--- config.mk ---
export PLATFORM = sky130hd
export DESIGN_NAME = drp_io_port
export DESIGN_NICKNAME = d
export VERILOG_FILES = /design/src/drp_pkg.sv /design/src/drp_io_port.sv
export SDC_FILE = /design/constraint.sdc
export NUM_CORES = 1
export LEC_CHECK = 0
export BUFFER_PORTS_ARGS = -buffer_cell sky130_fd_sc_hd__buf_4
export CAP_MARGIN = 5
export CORE_ASPECT_RATIO = 0.9
export CORE_UTILIZATION = 50
export CTS_CLUSTER_SIZE = 12
export DETAILED_ROUTE_END_ITERATION = 10
export PLACE_DENSITY_LB_ADDON = 0.3
export SLEW_MARGIN = 20
export SYNTH_ARGS = -nofsm -noshare
export SYNTH_HDL_FRONTEND = slang
export SYNTH_SLANG_ARGS = --single-unit
export TNS_END_PERCENT = 30
--- constraint.sdc ---
create_clock -name core_clk -period 1.69 [get_ports core_clk]
set_input_delay 0.338 -clock core_clk [delete_from_list [all_inputs] [get_ports core_clk]]
set_output_delay 0.338 -clock core_clk [all_outputs]
set_load 0.02 [all_outputs]
--- src/drp_pkg.sv ---
/*
 * Shared constants for the register I/O port of the DMA controller.
 * Assumes a single core_clk domain; all pins arrive asynchronous.
 */
`default_nettype none

package drp_pkg;
    // ------------------------------------------------------------
    // port numbering within the group of four
    // ------------------------------------------------------------
    localparam logic [1:0] PORT_ADDR_LO  = 2'h0;
    localparam logic [1:0] PORT_ADDR_HI  = 2'h1;
    localparam logic [1:0] PORT_COUNT    = 2'h2;
    localparam logic [1:0] PORT_CONTROL  = 2'h3;
    localparam int         CTRL_ENABLE_BIT = 7;
    localparam int         CTRL_DIR_BIT    = 6;

    // ------------------------------------------------------------
    // address group base selected by the two straps, upper six bits
    // ------------------------------------------------------------
    localparam logic [5:0] GROUP_BASE_0 = 6'h3C;
    localparam logic [5:0] GROUP_BASE_1 = 6'h3D;
    localparam logic [5:0] GROUP_BASE_2 = 6'h3E;
    localparam logic [5:0] GROUP_BASE_3 = 6'h3F;

    // ------------------------------------------------------------
    // reset values
    // ------------------------------------------------------------
    localparam logic [7:0] RESET_REG = 8'h00;
endpackage : drp_pkg

`default_nettype wire

--- src/drp_io_port.sv ---
/*
 * Register I/O port of the DMA controller: address capture, port match,
 * register load and read-back onto the shared data bus, enable clear.
 * Assumes load/read strobes are already decoded from the cycle code and
 * that the memory-side engine supplies the count-zero pulse.
 */
`timescale 1ns/1ps
`default_nettype none

module drp_io_port (
    input  wire logic       core_clk,
    input  wire logic       reset_n,
    input  wire logic       write_clk,
    input  wire logic       load_reg,
    input  wire logic       read_reg,
    input  wire logic       port_group_strap_low,
    input  wire logic       port_group_strap_high,
    input  wire logic [7:0] data_in,
    output logic      [7:0] data_out,
    output logic            data_oe,
    input  wire logic       count_zero,
    output logic            transfer_enable,
    output logic            transfer_direction,
    output logic            transfer_inhibit,
    output logic      [7:0] reg_addr_lo,
    output logic      [7:0] reg_addr_hi,
    output logic      [7:0] reg_count
);
    // ------------------------------------------------------------
    // input synchronisers
    // ------------------------------------------------------------
    // every pin is asynchronous to core_clk; only second stages are read
    logic       wr_s1_r;
    logic       wr_s2_r;
    logic       load_s1_r;
    logic       load_s2_r;
    logic       read_s1_r;
    logic       read_s2_r;
    logic [1:0] strap_s1_r;
    logic [1:0] strap_s2_r;
    logic       czero_s1_r;
    logic       czero_s2_r;
    logic [7:0] data_s1_r;
    logic [7:0] data_s2_r;

    always_ff @(posedge core_clk or negedge reset_n) begin
        if (!reset_n) begin
            wr_s1_r   <= 1'b0;
            wr_s2_r   <= 1'b0;
            load_s1_r <= 1'b0;
            load_s2_r <= 1'b0;
            read_s1_r <= 1'b0;
            read_s2_r <= 1'b0;
        end else begin
            wr_s1_r   <= write_clk;
            wr_s2_r   <= wr_s1_r;
            load_s1_r <= load_reg;
            load_s2_r <= load_s1_r;
            read_s1_r <= read_reg;
            read_s2_r <= read_s1_r;
        end
    end

    always_ff @(posedge core_clk or negedge reset_n) begin
        if (!reset_n) begin
            strap_s1_r <= 2'h0;
            strap_s2_r <= 2'h0;
            czero_s1_r <= 1'b0;
            czero_s2_r <= 1'b0;
        end else begin
            strap_s1_r <= {port_group_strap_high, port_group_strap_low};
            strap_s2_r <= strap_s1_r;
            czero_s1_r <= count_zero;
            czero_s2_r <= czero_s1_r;
        end
    end

    // bus bits may skew; they are used only on a write edge, long after settling
    always_ff @(posedge core_clk or negedge reset_n) begin
        if (!reset_n) begin
            data_s1_r <= drp_pkg::RESET_REG;
            data_s2_r <= drp_pkg::RESET_REG;
        end else begin
            data_s1_r <= data_in;
            data_s2_r <= data_s1_r;
        end
    end

    // ------------------------------------------------------------
    // edge detection
    // ------------------------------------------------------------
    // history resets low like the synchronisers, so reset makes no false edge
    logic wr_prev_r;
    logic czero_prev_r;

    always_ff @(posedge core_clk or negedge reset_n) begin
        if (!reset_n) begin
            wr_prev_r    <= 1'b0;
            czero_prev_r <= 1'b0;
        end else begin
            wr_prev_r    <= wr_s2_r;
            czero_prev_r <= czero_s2_r;
        end
    end

    // write clock is used only as an edge enable, never as a clock
    wire wr_edge    = wr_s2_r & ~wr_prev_r;
    wire czero_rise = czero_s2_r & ~czero_prev_r;

    // ------------------------------------------------------------
    // address group from straps
    // ------------------------------------------------------------
    function automatic logic [5:0] group_base(input logic [1:0] sel);
        unique case (sel)
            2'h0: group_base = drp_pkg::GROUP_BASE_0;
            2'h1: group_base = drp_pkg::GROUP_BASE_1;
            2'h2: group_base = drp_pkg::GROUP_BASE_2;
            2'h3: group_base = drp_pkg::GROUP_BASE_3;
        endcase
    endfunction : group_base

    wire       addr_cycle   = ~load_s2_r & ~read_s2_r;
    wire       addr_hit     = (data_s2_r[7:2] == group_base(strap_s2_r));
    wire       match_nxt    = addr_hit & addr_cycle;
    wire [1:0] sel_port_nxt = data_s2_r[1:0];

    // ------------------------------------------------------------
    // match capture, held one write period
    // ------------------------------------------------------------
    logic       match_r;
    logic [1:0] sel_port_r;

    always_ff @(posedge core_clk or negedge reset_n) begin
        if (!reset_n) begin
            match_r    <= 1'b0;
            sel_port_r <= 2'h0;
        end else if (wr_edge) begin
            // a data cycle never matches itself, so no third cycle can act
            match_r    <= match_nxt;
            sel_port_r <= sel_port_nxt;
        end
    end

    // ------------------------------------------------------------
    // count-zero capture
    // ------------------------------------------------------------
    logic czero_pend_r;
    wire  czero_seen = czero_pend_r | czero_rise;

    // the write edge consumes the event; an event on that edge acts at once
    always_ff @(posedge core_clk or negedge reset_n) begin
        if (!reset_n) begin
            czero_pend_r <= 1'b0;
        end else if (wr_edge) begin
            czero_pend_r <= 1'b0;
        end else if (czero_rise) begin
            czero_pend_r <= 1'b1;
        end
    end

    wire clear_enable = wr_edge & czero_seen;

    // ------------------------------------------------------------
    // registers
    // ------------------------------------------------------------
    logic [7:0] regs_r [4];
    wire        do_load = wr_edge & load_s2_r & match_r;

    always_ff @(posedge core_clk or negedge reset_n) begin
        if (!reset_n) begin
            for (int i = 0; i < 4; i++) begin
                regs_r[i] <= drp_pkg::RESET_REG;
            end
        end else begin
            if (do_load) begin
                regs_r[sel_port_r] <= data_s2_r;
            end
            // clear wins over a same-edge control load: the count has run out
            if (clear_enable) begin
                regs_r[drp_pkg::PORT_CONTROL][drp_pkg::CTRL_ENABLE_BIT] <= 1'b0;
            end
        end
    end

    // ------------------------------------------------------------
    // read-back drive
    // ------------------------------------------------------------
    // registered byte lags a port change by one cycle, well inside the sync delay
    wire [7:0] read_byte = regs_r[sel_port_r];

    always_ff @(posedge core_clk or negedge reset_n) begin
        if (!reset_n) begin
            data_out <= drp_pkg::RESET_REG;
        end else begin
            data_out <= read_byte;
        end
    end

    assign data_oe            = read_s2_r & match_r;

    // ------------------------------------------------------------
    // transfer control and register views
    // ------------------------------------------------------------
    assign transfer_enable    = regs_r[drp_pkg::PORT_CONTROL][drp_pkg::CTRL_ENABLE_BIT];
    assign transfer_direction = regs_r[drp_pkg::PORT_CONTROL][drp_pkg::CTRL_DIR_BIT];
    assign transfer_inhibit   = load_s2_r & match_r;
    assign reg_addr_lo        = regs_r[drp_pkg::PORT_ADDR_LO];
    assign reg_addr_hi        = regs_r[drp_pkg::PORT_ADDR_HI];
    assign reg_count          = regs_r[drp_pkg::PORT_COUNT];
endmodule : drp_io_port

`default_nettype wire

==> run_summary.xml, run 1 <==
<?xml version="1.0" encoding="UTF-8"?>
<metrics>
  <group name="global_routing">
    <metric name="grt_antenna_before_repair" unit="">0</metric>
    <metric name="grt_max_degree" unit="">36</metric>
    <metric name="gr-total-overflow" unit="">0</metric>
    <metric name="grt.total_usage" unit="%">19.6</metric>
    <metric name="grt_pass1_wl" unit="um">8030</metric>
    <metric name="grt_pass1_vias" unit="">1573</metric>
  </group>
  <group name="sta">
    <metric name="skew" unit="ps">5.16</metric>
    <metric name="achievable-frequency" unit="MHz">616</metric>
    <metric name="final_period_minus_worst_setup_slack" unit="ps">1620</metric>
    <metric name="tightest_slew" unit="ps">459</metric>
    <metric name="endpoints_failing_setup" unit="">0</metric>
    <metric name="maxSlewViolCount" unit="">0</metric>
    <metric name="fin_hold_ws" unit="ps">101</metric>
    <metric name="final_hold_vio_count" unit="">0</metric>
    <metric name="timing.slew.headroom" unit="%">69.4</metric>
    <metric name="worst_slack" unit="ps">67.2</metric>
    <metric name="layout_worst_path_cycle_share" unit="%">96.0</metric>
    <metric name="setup_tns" unit="ps">0</metric>
  </group>
  <group name="die">
    <metric name="core_region_area" unit="um2">5350</metric>
    <metric name="fp.dieArea" unit="um2">5950</metric>
    <metric name="rows" unit="">25</metric>
    <metric name="initial_utilization" unit="%">52.8</metric>
    <metric name="die_height" unit="um">73.3</metric>
    <metric name="fp.dieW" unit="um">81.2</metric>
    <metric name="boundaryPins" unit="">52</metric>
  </group>
  <group name="finish">
    <metric name="finish.net_count" unit="">231</metric>
    <metric name="number_of_diodes_added_for_antenna_fixing" unit="">0</metric>
    <metric name="layout.cells.most_common" unit="">sky130_fd_sc_hd__dfrtp_1</metric>
    <metric name="layout.core_utilization" unit="%">63.6</metric>
    <metric name="instances_no_fill" unit="">286</metric>
    <metric name="syn2layout_area_growth" unit="%">20.6</metric>
    <metric name="final_cell_area" unit="um2">3400</metric>
    <metric name="layout_common_cells" unit="">sky130_fd_sc_hd__dfrtp_1 (74), sky130_fd_sc_hd__buf_4 (61), sky130_fd_sc_hd__mux2_2 (31)</metric>
    <metric name="final_layout_size_suffix_gt1_share" unit="%">51.6</metric>
  </group>
  <group name="synth">
    <metric name="synth_top_family_by_area" unit="">multiplexers</metric>
    <metric name="yosys.cell_types.count" unit="">23</metric>
    <metric name="yosysSeqAreaShare" unit="%">65.6</metric>
    <metric name="synth.cell_area" unit="um2">2820</metric>
    <metric name="post_synth_adder_cell_area" unit="%">0</metric>
    <metric name="synthesis.area_per_instance" unit="um2">16.8</metric>
    <metric name="yosys.area_share.simple" unit="%">5.10</metric>
    <metric name="number_of_register_bits_inferred_by_synthesis" unit="">74</metric>
    <metric name="postSynthCellCount" unit="">168</metric>
    <metric name="synth-compound-area-share" unit="%">1.37</metric>
    <metric name="synth_warnings" unit="">0</metric>
    <metric name="syn-num-nets" unit="">184</metric>
    <metric name="muxShareOfSynthArea" unit="%">19.8</metric>
    <metric name="synthXorXnorAreaFrac" unit="%">0.621</metric>
  </group>
  <group name="clock_tree">
    <metric name="tritoncts.num_buffers" unit="">9</metric>
    <metric name="insertion_delay" unit="ps">340</metric>
    <metric name="htreeDepth" unit="">3</metric>
    <metric name="cts-resized-gates" unit="">0</metric>
    <metric name="tritoncts_clock_tree" unit="">built</metric>
    <metric name="path_clk_slew" unit="ps">70</metric>
    <metric name="root_driver" unit="">sky130_fd_sc_hd__clkbuf_8</metric>
    <metric name="ctsLongestPathBuffers" unit="">2</metric>
    <metric name="tritoncts_num_sinks" unit="">74</metric>
  </group>
  <group name="place">
    <metric name="placement.setup.worst_slack" unit="ps">135</metric>
    <metric name="place.port_buffers" unit="">51</metric>
    <metric name="dp_hpwl" unit="um">3400</metric>
    <metric name="placedCellCount" unit="">269</metric>
    <metric name="gp_routability_congestion" unit="">0.750</metric>
    <metric name="dpl-instance-area" unit="um2">3170</metric>
  </group>
  <group name="routing">
    <metric name="finalWirelength" unit="um">4980</metric>
    <metric name="drt-pass1-iter-count" unit="">4</metric>
    <metric name="avgViaCountPerCell" unit="">5.13</metric>
    <metric name="drt.antenna.violating_nets" unit="">0</metric>
    <metric name="routedWlPerCell" unit="um">17.4</metric>
    <metric name="first_iter_violations" unit="">30</metric>
    <metric name="drc" unit="">0</metric>
    <metric name="dr_total_vias" unit="">1467</metric>
  </group>
  <group name="power">
    <metric name="post-layout-total-power" unit="mW">3.50</metric>
    <metric name="peak_vdd_ir" unit="mV">0.795</metric>
    <metric name="cellPowerDensity" unit="nW/um2">1030</metric>
    <metric name="cellLeakagePower" unit="nW">1.75</metric>
  </group>
  <group name="setup_path">
    <metric name="crit_family" unit="">simple AND/OR/NAND/NOR gates</metric>
    <metric name="timing.critical_path.buf_inv" unit="">1</metric>
    <metric name="arrival" unit="ps">1850</metric>
    <metric name="worstSetupEndpointType" unit="">register</metric>
    <metric name="cp_cell_sequence" unit="">nand4b_1 &gt; nor2_2 &gt; buf_4 &gt; mux2_2</metric>
    <metric name="crit_path_max_incr_delay" unit="ps">480</metric>
    <metric name="critical_path_peak_fanout" unit="">6</metric>
    <metric name="crit_type" unit="">register to register</metric>
    <metric name="worst-endpoint-required" unit="ps">1920</metric>
    <metric name="crit_path_top_delay_cell" unit="">sky130_fd_sc_hd__dfrtp_1</metric>
    <metric name="critPathLaunchType" unit="">register</metric>
  </group>
  <group name="flow_run">
    <metric name="drv.max_cap_violation_count" unit="">0</metric>
  </group>
  <group name="worst_hold_path">
    <metric name="hold_path_class" unit="">input port to register</metric>
  </group>
  <group name="status">
    <metric name="status" unit="">finished, final reports clean</metric>
  </group>
</metrics>
## kinds of logic after synthesis
| logic type | count (synthesis) |
|---|---|
| flops | 74 |
| buf+inv | 28 |
| mux | 39 |
| compound gates | 5 |
| xor+xnor | 2 |
| simple gates | 20 |
## what timing repair did
item                                    in CTS  in global routing
hold buffers                                 1                  0
endpoints found under the setup margin       0                  4
endpoints found under the hold margin       33                  0
buffers inserted                             0                  1
## worst paths after layout
path / startpoint / endpoint / slack, ps / cells past startpoint
worst max-delay path: sel_port_r[0] / regs_r[3] / 70 / 4
worst min-delay path: data_in[0] / data_s1_r[0] / 100 / 1
worst max register to register: sel_port_r[0] / regs_r[3] / 70 / 4
worst min register to register: wr_s1_r / wr_s2_r / 350 / 0
max in group asynchronous: reset_n / regs_r[1] / 640 / 3
min in group asynchronous: reset_n / reg_addr_hi[6] / 500 / 2
## metal layers
layer  routed length (um)  share of wire (%)  vias to the layer above  global-route usage [%]
li1                     -                  -                      660                       -
met1                 2090                 42                      758                    22.8
met2                 2570                 52                       44                    32.0
met3                  268                5.4                        5                    8.20
met4                   52                1.0                        0                    8.13
met5                    0                  0                        -                       0
## layout make-up
type | instances | area [um2]
clock buffers | 10 | 138
flip-flops and latches | 74 | 1850
well taps | 67 | 83.8
fillers | 389 | 1950
repair buffers | 63 | 488
inverters | 1 | 3.75
multi-input cells | 66 | 759
clock inverters | 5 | 78.8
## sequential cells by signal, indices dropped and copies added, names as in the netlist, 2 cells and up
signal,flops
strap_s2_r,2
sel_port_r,2
regs_r,6
data_out,8
data_s1_r,8
data_s2_r,8
reg_count,8
strap_s1_r,2
reg_addr_lo,8
reg_addr_hi,8
## Yosys cell counts
master,count,area (um2)
sky130_fd_sc_hd__and2_1,2,12.5
sky130_fd_sc_hd__and4b_1,1,10.0
sky130_fd_sc_hd__buf_2,1,5.00
sky130_fd_sc_hd__buf_4,24,180
sky130_fd_sc_hd__buf_6,2,22.5
sky130_fd_sc_hd__dfrtp_1,74,1850
sky130_fd_sc_hd__inv_1,1,3.75
sky130_fd_sc_hd__mux2_2,31,349
sky130_fd_sc_hd__mux4_1,8,210
sky130_fd_sc_hd__nand2_1,7,26.3
sky130_fd_sc_hd__nand2b_1,1,6.26
sky130_fd_sc_hd__nand2b_4,1,13.8
sky130_fd_sc_hd__nand4b_1,2,17.5
sky130_fd_sc_hd__nor2_2,2,12.5
sky130_fd_sc_hd__nor2b_1,2,12.5
sky130_fd_sc_hd__nor4_4,1,21.3
sky130_fd_sc_hd__o21a_1,1,7.51
sky130_fd_sc_hd__o21ai_0,1,5.00
sky130_fd_sc_hd__o21bai_1,1,7.51
sky130_fd_sc_hd__o311a_1,1,10.0
sky130_fd_sc_hd__o32ai_1,1,8.76
sky130_fd_sc_hd__or4_4,1,11.3
sky130_fd_sc_hd__xor2_1,2,17.5
## power breakdown
part,internal (mW),switching [mW]
clock,0.860,0.601
sequential,1.82,0.0404
combinational,0.0819,0.0920
No activity file was read; power rests on OpenSTA's default activity.
==> inputs of run 2 (changes only) <==
--- a/config.mk
+++ b/config.mk
@@ -8,11 +8,10 @@
 export BUFFER_PORTS_ARGS = -buffer_cell sky130_fd_sc_hd__buf_4
 export CAP_MARGIN = 5
 export CORE_ASPECT_RATIO = 0.9
-export CORE_UTILIZATION = 50
+export CORE_UTILIZATION = 30
 export CTS_CLUSTER_SIZE = 12
 export DETAILED_ROUTE_END_ITERATION = 10
 export PLACE_DENSITY_LB_ADDON = 0.3
-export SLEW_MARGIN = 20
 export SYNTH_ARGS = -nofsm -noshare
 export SYNTH_HDL_FRONTEND = slang
 export SYNTH_SLANG_ARGS = --single-unit
==> run 2 against run 1 <==
  * Sequential cell count did not move
  * Largest power group unchanged
  * Sequential share of layout area shrank 0.75 points
  * Design area rose by 1.4%
  * Largest cell class unchanged
  * Clock skew is 2.1 ps higher
  * Routed wire length grew 3.9%
==> run_summary.xml, run 2 (synthesized netlist as in run 1, its figures left out) <==
<?xml version="1.0" encoding="UTF-8"?>
<metrics>
  <group name="place">
    <metric name="place.port_buffers" unit="">51</metric>
    <metric name="dpl-instance-area" unit="um2">3250</metric>
    <metric name="dp_hpwl" unit="um">3690</metric>
    <metric name="gp_routability_congestion" unit="">0.730</metric>
  </group>
  <group name="clock_tree">
    <metric name="htreeDepth" unit="">3</metric>
    <metric name="tritoncts.num_buffers" unit="">9</metric>
    <metric name="path_clk_slew" unit="ps">70</metric>
    <metric name="insertion_delay" unit="ps">330</metric>
    <metric name="ctsLongestPathBuffers" unit="">2</metric>
    <metric name="tritoncts_clock_tree" unit="">built</metric>
    <metric name="tritoncts_num_sinks" unit="">74</metric>
    <metric name="root_driver" unit="">sky130_fd_sc_hd__clkbuf_8</metric>
    <metric name="post-cts-setup-buffer-count" unit="">0</metric>
  </group>
  <group name="global_routing">
    <metric name="gr-total-overflow" unit="">0</metric>
    <metric name="grt_antenna_before_repair" unit="">0</metric>
    <metric name="grt.total_usage" unit="%">11.9</metric>
    <metric name="grt_pass1_vias" unit="">1608</metric>
    <metric name="grt_pass1_wl" unit="um">8600</metric>
    <metric name="grt_max_degree" unit="">32</metric>
  </group>
  <group name="routing">
    <metric name="drt.antenna.violating_nets" unit="">0</metric>
    <metric name="finalWirelength" unit="um">5170</metric>
    <metric name="first_iter_violations" unit="">36</metric>
    <metric name="drc" unit="">0</metric>
    <metric name="avgViaCountPerCell" unit="">4.17</metric>
    <metric name="drt-pass1-iter-count" unit="">4</metric>
    <metric name="routedWlPerCell" unit="um">15.1</metric>
    <metric name="dr_total_vias" unit="">1432</metric>
  </group>
  <group name="setup_path">
    <metric name="crit_type" unit="">register to register</metric>
    <metric name="worst-endpoint-required" unit="ps">1910</metric>
    <metric name="crit_path_top_delay_cell" unit="">sky130_fd_sc_hd__dfrtp_1</metric>
    <metric name="arrival" unit="ps">1840</metric>
    <metric name="critical_path_peak_fanout" unit="">5</metric>
    <metric name="critPathLaunchType" unit="">register</metric>
    <metric name="reg2reg_setup_slack" unit="ps">70</metric>
    <metric name="timing.critical_path.buf_inv" unit="">1</metric>
    <metric name="worstSetupEndpointType" unit="">register</metric>
    <metric name="crit_family" unit="">simple AND/OR/NAND/NOR gates</metric>
    <metric name="crit_path_max_incr_delay" unit="ps">470</metric>
    <metric name="cp_cell_sequence" unit="">nand4b_1 &gt; nor2_4 &gt; buf_4 &gt; mux2_2</metric>
  </group>
  <group name="sta">
    <metric name="setup_tns" unit="ps">0</metric>
    <metric name="fin_hold_ws" unit="ps">108</metric>
    <metric name="layout_worst_path_cycle_share" unit="%">95.8</metric>
    <metric name="final_period_minus_worst_setup_slack" unit="ps">1620</metric>
    <metric name="endpoints_failing_setup" unit="">0</metric>
    <metric name="timing.slew.headroom" unit="%">75.8</metric>
    <metric name="tightest_slew" unit="ps">363</metric>
    <metric name="skew" unit="ps">7.25</metric>
    <metric name="achievable-frequency" unit="MHz">618</metric>
    <metric name="maxSlewViolCount" unit="">0</metric>
    <metric name="final_hold_vio_count" unit="">0</metric>
  </group>
  <group name="die">
    <metric name="die_height" unit="um">94.0</metric>
    <metric name="fp.dieW" unit="um">104</metric>
    <metric name="core_region_area" unit="um2">9130</metric>
    <metric name="boundaryPins" unit="">52</metric>
    <metric name="rows" unit="">33</metric>
    <metric name="fp.dieArea" unit="um2">9800</metric>
    <metric name="initial_utilization" unit="%">30.9</metric>
  </group>
  <group name="power">
    <metric name="cellLeakagePower" unit="nW">1.74</metric>
    <metric name="power.share.clock" unit="%">37.8</metric>
    <metric name="comb_power_share" unit="%">5.5</metric>
    <metric name="cellPowerDensity" unit="nW/um2">950</metric>
    <metric name="seq_pwr_share" unit="%">56.7</metric>
    <metric name="switching_share" unit="%">22.0</metric>
    <metric name="design_internal_power" unit="mW">2.56</metric>
    <metric name="switching_power" unit="mW">0.720</metric>
    <metric name="peak_vdd_ir" unit="mV">0.418</metric>
  </group>
  <group name="finish">
    <metric name="finish.net_count" unit="">232</metric>
    <metric name="syn2layout_area_growth" unit="%">22.3</metric>
    <metric name="final_cell_area" unit="um2">3450</metric>
    <metric name="number_of_diodes_added_for_antenna_fixing" unit="">0</metric>
    <metric name="final_layout_size_suffix_gt1_share" unit="%">51.1</metric>
    <metric name="layout_common_cells" unit="">sky130_fd_sc_hd__dfrtp_1 (74), sky130_fd_sc_hd__buf_4 (62), sky130_fd_sc_hd__mux2_2 (31)</metric>
    <metric name="layout.cells.most_common" unit="">sky130_fd_sc_hd__dfrtp_1</metric>
  </group>
  <group name="flow_run">
    <metric name="drv.max_cap_violation_count" unit="">0</metric>
  </group>
  <group name="status">
    <metric name="status" unit="">finished, final reports clean</metric>
  </group>
  <group name="worst_hold_path">
    <metric name="hold_path_class" unit="">input port to register</metric>
  </group>
</metrics>
==> run 2: cell count changes in the layout (fill, tap and decap cells not counted) <==
cell | previous run | this run
sky130_fd_sc_hd__nor2_2 | 2 | 1
sky130_fd_sc_hd__clkinv_4 | 1 | 0
sky130_fd_sc_hd__clkbuf_1 | 0 | 2
sky130_fd_sc_hd__buf_4 | 61 | 62
sky130_fd_sc_hd__bufinv_16 | 2 | 0
sky130_fd_sc_hd__clkbuf_8 | 10 | 12
sky130_fd_sc_hd__nor2_4 | 0 | 1
==> run 2: final cells by class <==
class	count	area [um2]
timing repair buffer	64	495
sequential	74	1850
inverter	1	3.75
multi-input combinational	66	764
clock buffer	14	173
clock inverter	2	10.0
tap	122	153
fill	885	5670
==> run 2: timing repair <==
action,in CTS,in global routing
hold buffers,1,0
setup endpoints to repair,0,4
gates resized for setup,0,1
endpoints found under the hold margin,26,0
==> run 2: worst register-to-register path, delay by kind of cell (launching register included) <==
kind / cells / cell delay (ps)
buf+inv: 1 / 170
mux: 1 / 330
simple gates: 2 / 530
flops: 1 / 470
==> run 2: layer usage <==
| layer | wire [um] | up-vias | GRT usage, % |
|---|---|---|---|
| li1 | - | 667 | - |
| met1 | 2390 | 716 | 15.2 |
| met2 | 2460 | 44 | 18.1 |
| met3 | 277 | 5 | 4.99 |
| met4 | 44 | 0 | 4.29 |
| met5 | 0 | - | 0 |
==> run 2: through the flow <==
step	total power, mW	setup WS, ps	utilization [%]	std cells
3_3_place_gp	2.07	78.2	35.7	326
2_1_floorplan	1.96	158	-	168
4_1_cts	3.34	52.2	37.8	343
5_1_grt	3.42	-0.0966	37.8	343
3_5_place_dp	2.08	72.2	35.7	326
6_report	3.28	71.4	37.8	343
==> run 2: final timing paths <==
check | from | to | depth (start not counted)
worst max register to register | sel_port_r[0] | reg_addr_hi[0] | 4
worst min-delay path | data_in[6] | data_s1_r[6] | 1
min in group asynchronous | reset_n | data_s2_r[6] | 2
worst min register to register | data_s1_r[1] | data_s2_r[1] | 0
worst max-delay path | sel_port_r[0] | reg_addr_hi[0] | 4
max in group asynchronous | reset_n | data_s1_r[0] | 3
==> run 2: power groups by stage <==
stage	registers [mW]	clock network [mW]	logic (mW)
after floorplan	1.88	0	0.0815
after global placement	1.89	0	0.179
after detailed placement	1.90	0	0.182
after CTS	1.86	1.30	0.184
after global routing	1.87	1.36	0.200
final	1.86	1.24	0.180
==> inputs of run 3 (changes only) <==
--- a/config.mk
+++ b/config.mk
@@ -11,7 +11,7 @@
 export CORE_UTILIZATION = 30
 export CTS_CLUSTER_SIZE = 12
 export DETAILED_ROUTE_END_ITERATION = 10
-export PLACE_DENSITY_LB_ADDON = 0.3
+export PLACE_DENSITY = 0.56
 export SYNTH_ARGS = -nofsm -noshare
 export SYNTH_HDL_FRONTEND = slang
 export SYNTH_SLANG_ARGS = --single-unit
==> run 3 against run 2 <==
  * Maximum frequency is 3.6% higher
  * Die area unchanged
  * Total power rose by 2.8%
  * Critical path depth down 1
  * Critical path type unchanged
  * Via count rose by 1.1%
  * Largest power group unchanged
==> run_summary.xml, run 3 (synthesized netlist as in run 1, its figures left out) <==
<?xml version="1.0" encoding="UTF-8"?>
<metrics>
  <group name="status">
    <metric name="status" unit="">finished, final reports clean</metric>
  </group>
  <group name="global_routing">
    <metric name="gr-total-overflow" unit="">0</metric>
    <metric name="grt.total_usage" unit="%">11.5</metric>
    <metric name="grt_max_degree" unit="">55</metric>
    <metric name="global_route.peak_usage_layer" unit="">met2</metric>
    <metric name="grtUsageMet2" unit="%">17.8</metric>
    <metric name="grt_pass1_vias" unit="">1506</metric>
    <metric name="grt_antenna_before_repair" unit="">0</metric>
    <metric name="globalRouteMet3Util" unit="%">4.16</metric>
    <metric name="met1_track_utilization_from_global_routing" unit="%">14.7</metric>
    <metric name="grt_pass1_wl" unit="um">8270</metric>
  </group>
  <group name="finish">
    <metric name="finish.net_count" unit="">229</metric>
    <metric name="layout.core_utilization" unit="%">37.7</metric>
    <metric name="layout_common_cells" unit="">sky130_fd_sc_hd__dfrtp_1 (74), sky130_fd_sc_hd__buf_4 (59), sky130_fd_sc_hd__mux2_2 (31)</metric>
    <metric name="number_of_diodes_added_for_antenna_fixing" unit="">0</metric>
    <metric name="n_fill_cell" unit="">844</metric>
    <metric name="syn2layout_area_growth" unit="%">21.9</metric>
    <metric name="layout.cells.most_common" unit="">sky130_fd_sc_hd__dfrtp_1</metric>
    <metric name="final_cell_area" unit="um2">3440</metric>
    <metric name="final_layout_size_suffix_gt1_share" unit="%">50.9</metric>
  </group>
  <group name="sta">
    <metric name="maxSlewViolCount" unit="">0</metric>
    <metric name="final_period_minus_worst_setup_slack" unit="ps">1560</metric>
    <metric name="layout_worst_path_cycle_share" unit="%">92.5</metric>
    <metric name="fin_hold_ws" unit="ps">97.9</metric>
    <metric name="tightest_slew" unit="ps">351</metric>
    <metric name="skew" unit="ps">7.44</metric>
    <metric name="final_hold_vio_count" unit="">0</metric>
    <metric name="endpoints_failing_setup" unit="">0</metric>
    <metric name="setup_tns" unit="ps">0</metric>
    <metric name="rsz0062_at_grt" unit="">false</metric>
    <metric name="timing.slew.headroom" unit="%">76.5</metric>
    <metric name="achievable-frequency" unit="MHz">640</metric>
  </group>
  <group name="place">
    <metric name="dpl-instance-area" unit="um2">3230</metric>
    <metric name="gp_routability_congestion" unit="">0.785</metric>
    <metric name="dp_hpwl" unit="um">3430</metric>
    <metric name="place.port_buffers" unit="">51</metric>
  </group>
  <group name="setup_path">
    <metric name="arrival" unit="ps">1790</metric>
    <metric name="crit_family" unit="">simple AND/OR/NAND/NOR gates</metric>
    <metric name="stages_on_worst_setup_path" unit="">3</metric>
    <metric name="timing.critical_path.buf_inv" unit="">0</metric>
    <metric name="crit_path_max_incr_delay" unit="ps">570</metric>
    <metric name="critical_path.startpoint" unit="">wr_prev_r</metric>
    <metric name="cp_cell_sequence" unit="">nand2b_4 &gt; or4_4 &gt; mux2_2</metric>
    <metric name="worstReg2RegStart" unit="">wr_prev_r</metric>
    <metric name="crit_type" unit="">register to register</metric>
    <metric name="crit_path_top_delay_cell" unit="">sky130_fd_sc_hd__or4_4</metric>
    <metric name="worstSetupEndpointType" unit="">register</metric>
    <metric name="critical_path_peak_fanout" unit="">8</metric>
    <metric name="reg2regPathDepth" unit="">3</metric>
    <metric name="critPathLaunchType" unit="">register</metric>
    <metric name="worst-endpoint-required" unit="ps">1920</metric>
  </group>
  <group name="worst_hold_path">
    <metric name="whs_path_depth" unit="">1</metric>
    <metric name="worst_min_delay_path_startpoint" unit="">data_in[1]</metric>
    <metric name="hold_path_class" unit="">input port to register</metric>
  </group>
  <group name="clock_tree">
    <metric name="post-cts-setup-buffer-count" unit="">0</metric>
    <metric name="tritoncts.num_buffers" unit="">9</metric>
    <metric name="path_clk_slew" unit="ps">70</metric>
    <metric name="root_driver" unit="">sky130_fd_sc_hd__clkbuf_8</metric>
    <metric name="tritoncts_clock_tree" unit="">built</metric>
    <metric name="insertion_delay" unit="ps">340</metric>
    <metric name="htreeDepth" unit="">3</metric>
    <metric name="tritoncts_num_sinks" unit="">74</metric>
    <metric name="ctsLongestPathBuffers" unit="">2</metric>
  </group>
  <group name="flow_run">
    <metric name="drv.max_cap_violation_count" unit="">0</metric>
  </group>
  <group name="routing">
    <metric name="finalWirelength" unit="um">4980</metric>
    <metric name="drt.antenna.violating_nets" unit="">0</metric>
    <metric name="drc" unit="">0</metric>
    <metric name="drt-pass1-iter-count" unit="">4</metric>
    <metric name="first_iter_violations" unit="">53</metric>
    <metric name="avgViaCountPerCell" unit="">4.26</metric>
    <metric name="routedWlPerCell" unit="um">14.6</metric>
    <metric name="dr_total_vias" unit="">1448</metric>
  </group>
  <group name="power">
    <metric name="cellLeakagePower" unit="nW">1.74</metric>
    <metric name="post-layout-total-power" unit="mW">3.37</metric>
    <metric name="peak_vdd_ir" unit="mV">0.425</metric>
    <metric name="cellPowerDensity" unit="nW/um2">979</metric>
  </group>
  <group name="die">
    <metric name="initial_utilization" unit="%">30.9</metric>
    <metric name="boundaryPins" unit="">52</metric>
    <metric name="rows" unit="">33</metric>
    <metric name="core_region_area" unit="um2">9130</metric>
    <metric name="die_height" unit="um">94.0</metric>
    <metric name="fp.dieW" unit="um">104</metric>
    <metric name="fp.dieArea" unit="um2">9800</metric>
  </group>
</metrics>
## run 3: changes by cell type in the layout (fill, tap and decap cells not counted)
| cell | previous run | this run |
|---|---|---|
| sky130_fd_sc_hd__clkbuf_8 | 12 | 14 |
| sky130_fd_sc_hd__clkbuf_1 | 2 | 1 |
| sky130_fd_sc_hd__nor2_4 | 1 | 0 |
| sky130_fd_sc_hd__buf_4 | 62 | 59 |
| sky130_fd_sc_hd__nor2_2 | 1 | 2 |
| sky130_fd_sc_hd__clkinv_2 | 2 | 1 |
## run 3: timing repair
action	CTS	global route
resized for setup	0	0
hold buffers	1	0
endpoints found under the hold margin	20	0
setup endpoints to repair	0	0
## run 3: where the power goes
group          internal (mW)  switching, mW
logic                 0.0806         0.0910
clock network          0.733          0.606
registers               1.82         0.0379
## run 3: area by class of cell
class	count	area [um2]	area share (%)
sequential	74	1850	53.8
multi-input combinational	66	759	22.1
timing repair buffer	61	473	13.7
clock buffer	15	196	5.71
tap	122	153	4.43
clock inverter	1	5.00	0.145
inverter	1	3.75	0.109
## run 3: final timing paths
| kind | end | slack (ps) |
|---|---|---|
| worst min-delay path | data_s1_r[1] | 100 |
| max in group asynchronous | data_s1_r[2] | 690 |
| worst min register to register | data_s2_r[6] | 350 |
| min in group asynchronous | data_out[1] | 420 |
| worst max-delay path | reg_addr_lo[3] | 130 |
| worst max register to register | reg_addr_lo[3] | 130 |
## run 3: stage by stage
stage | setup WS [ps] | std cells
finish | 127 | 340
floorplan | 158 | 168
global route | 81.7 | 340
CTS | 109 | 340
global placement | 173 | 323
detailed placement | 133 | 323
## run 3: layer usage
layer  share of wire (%)  routed length, um
met1                  43               2160
met2                  50               2500
met3                 5.1                256
met4                 1.2                 62
met5                   0                  0
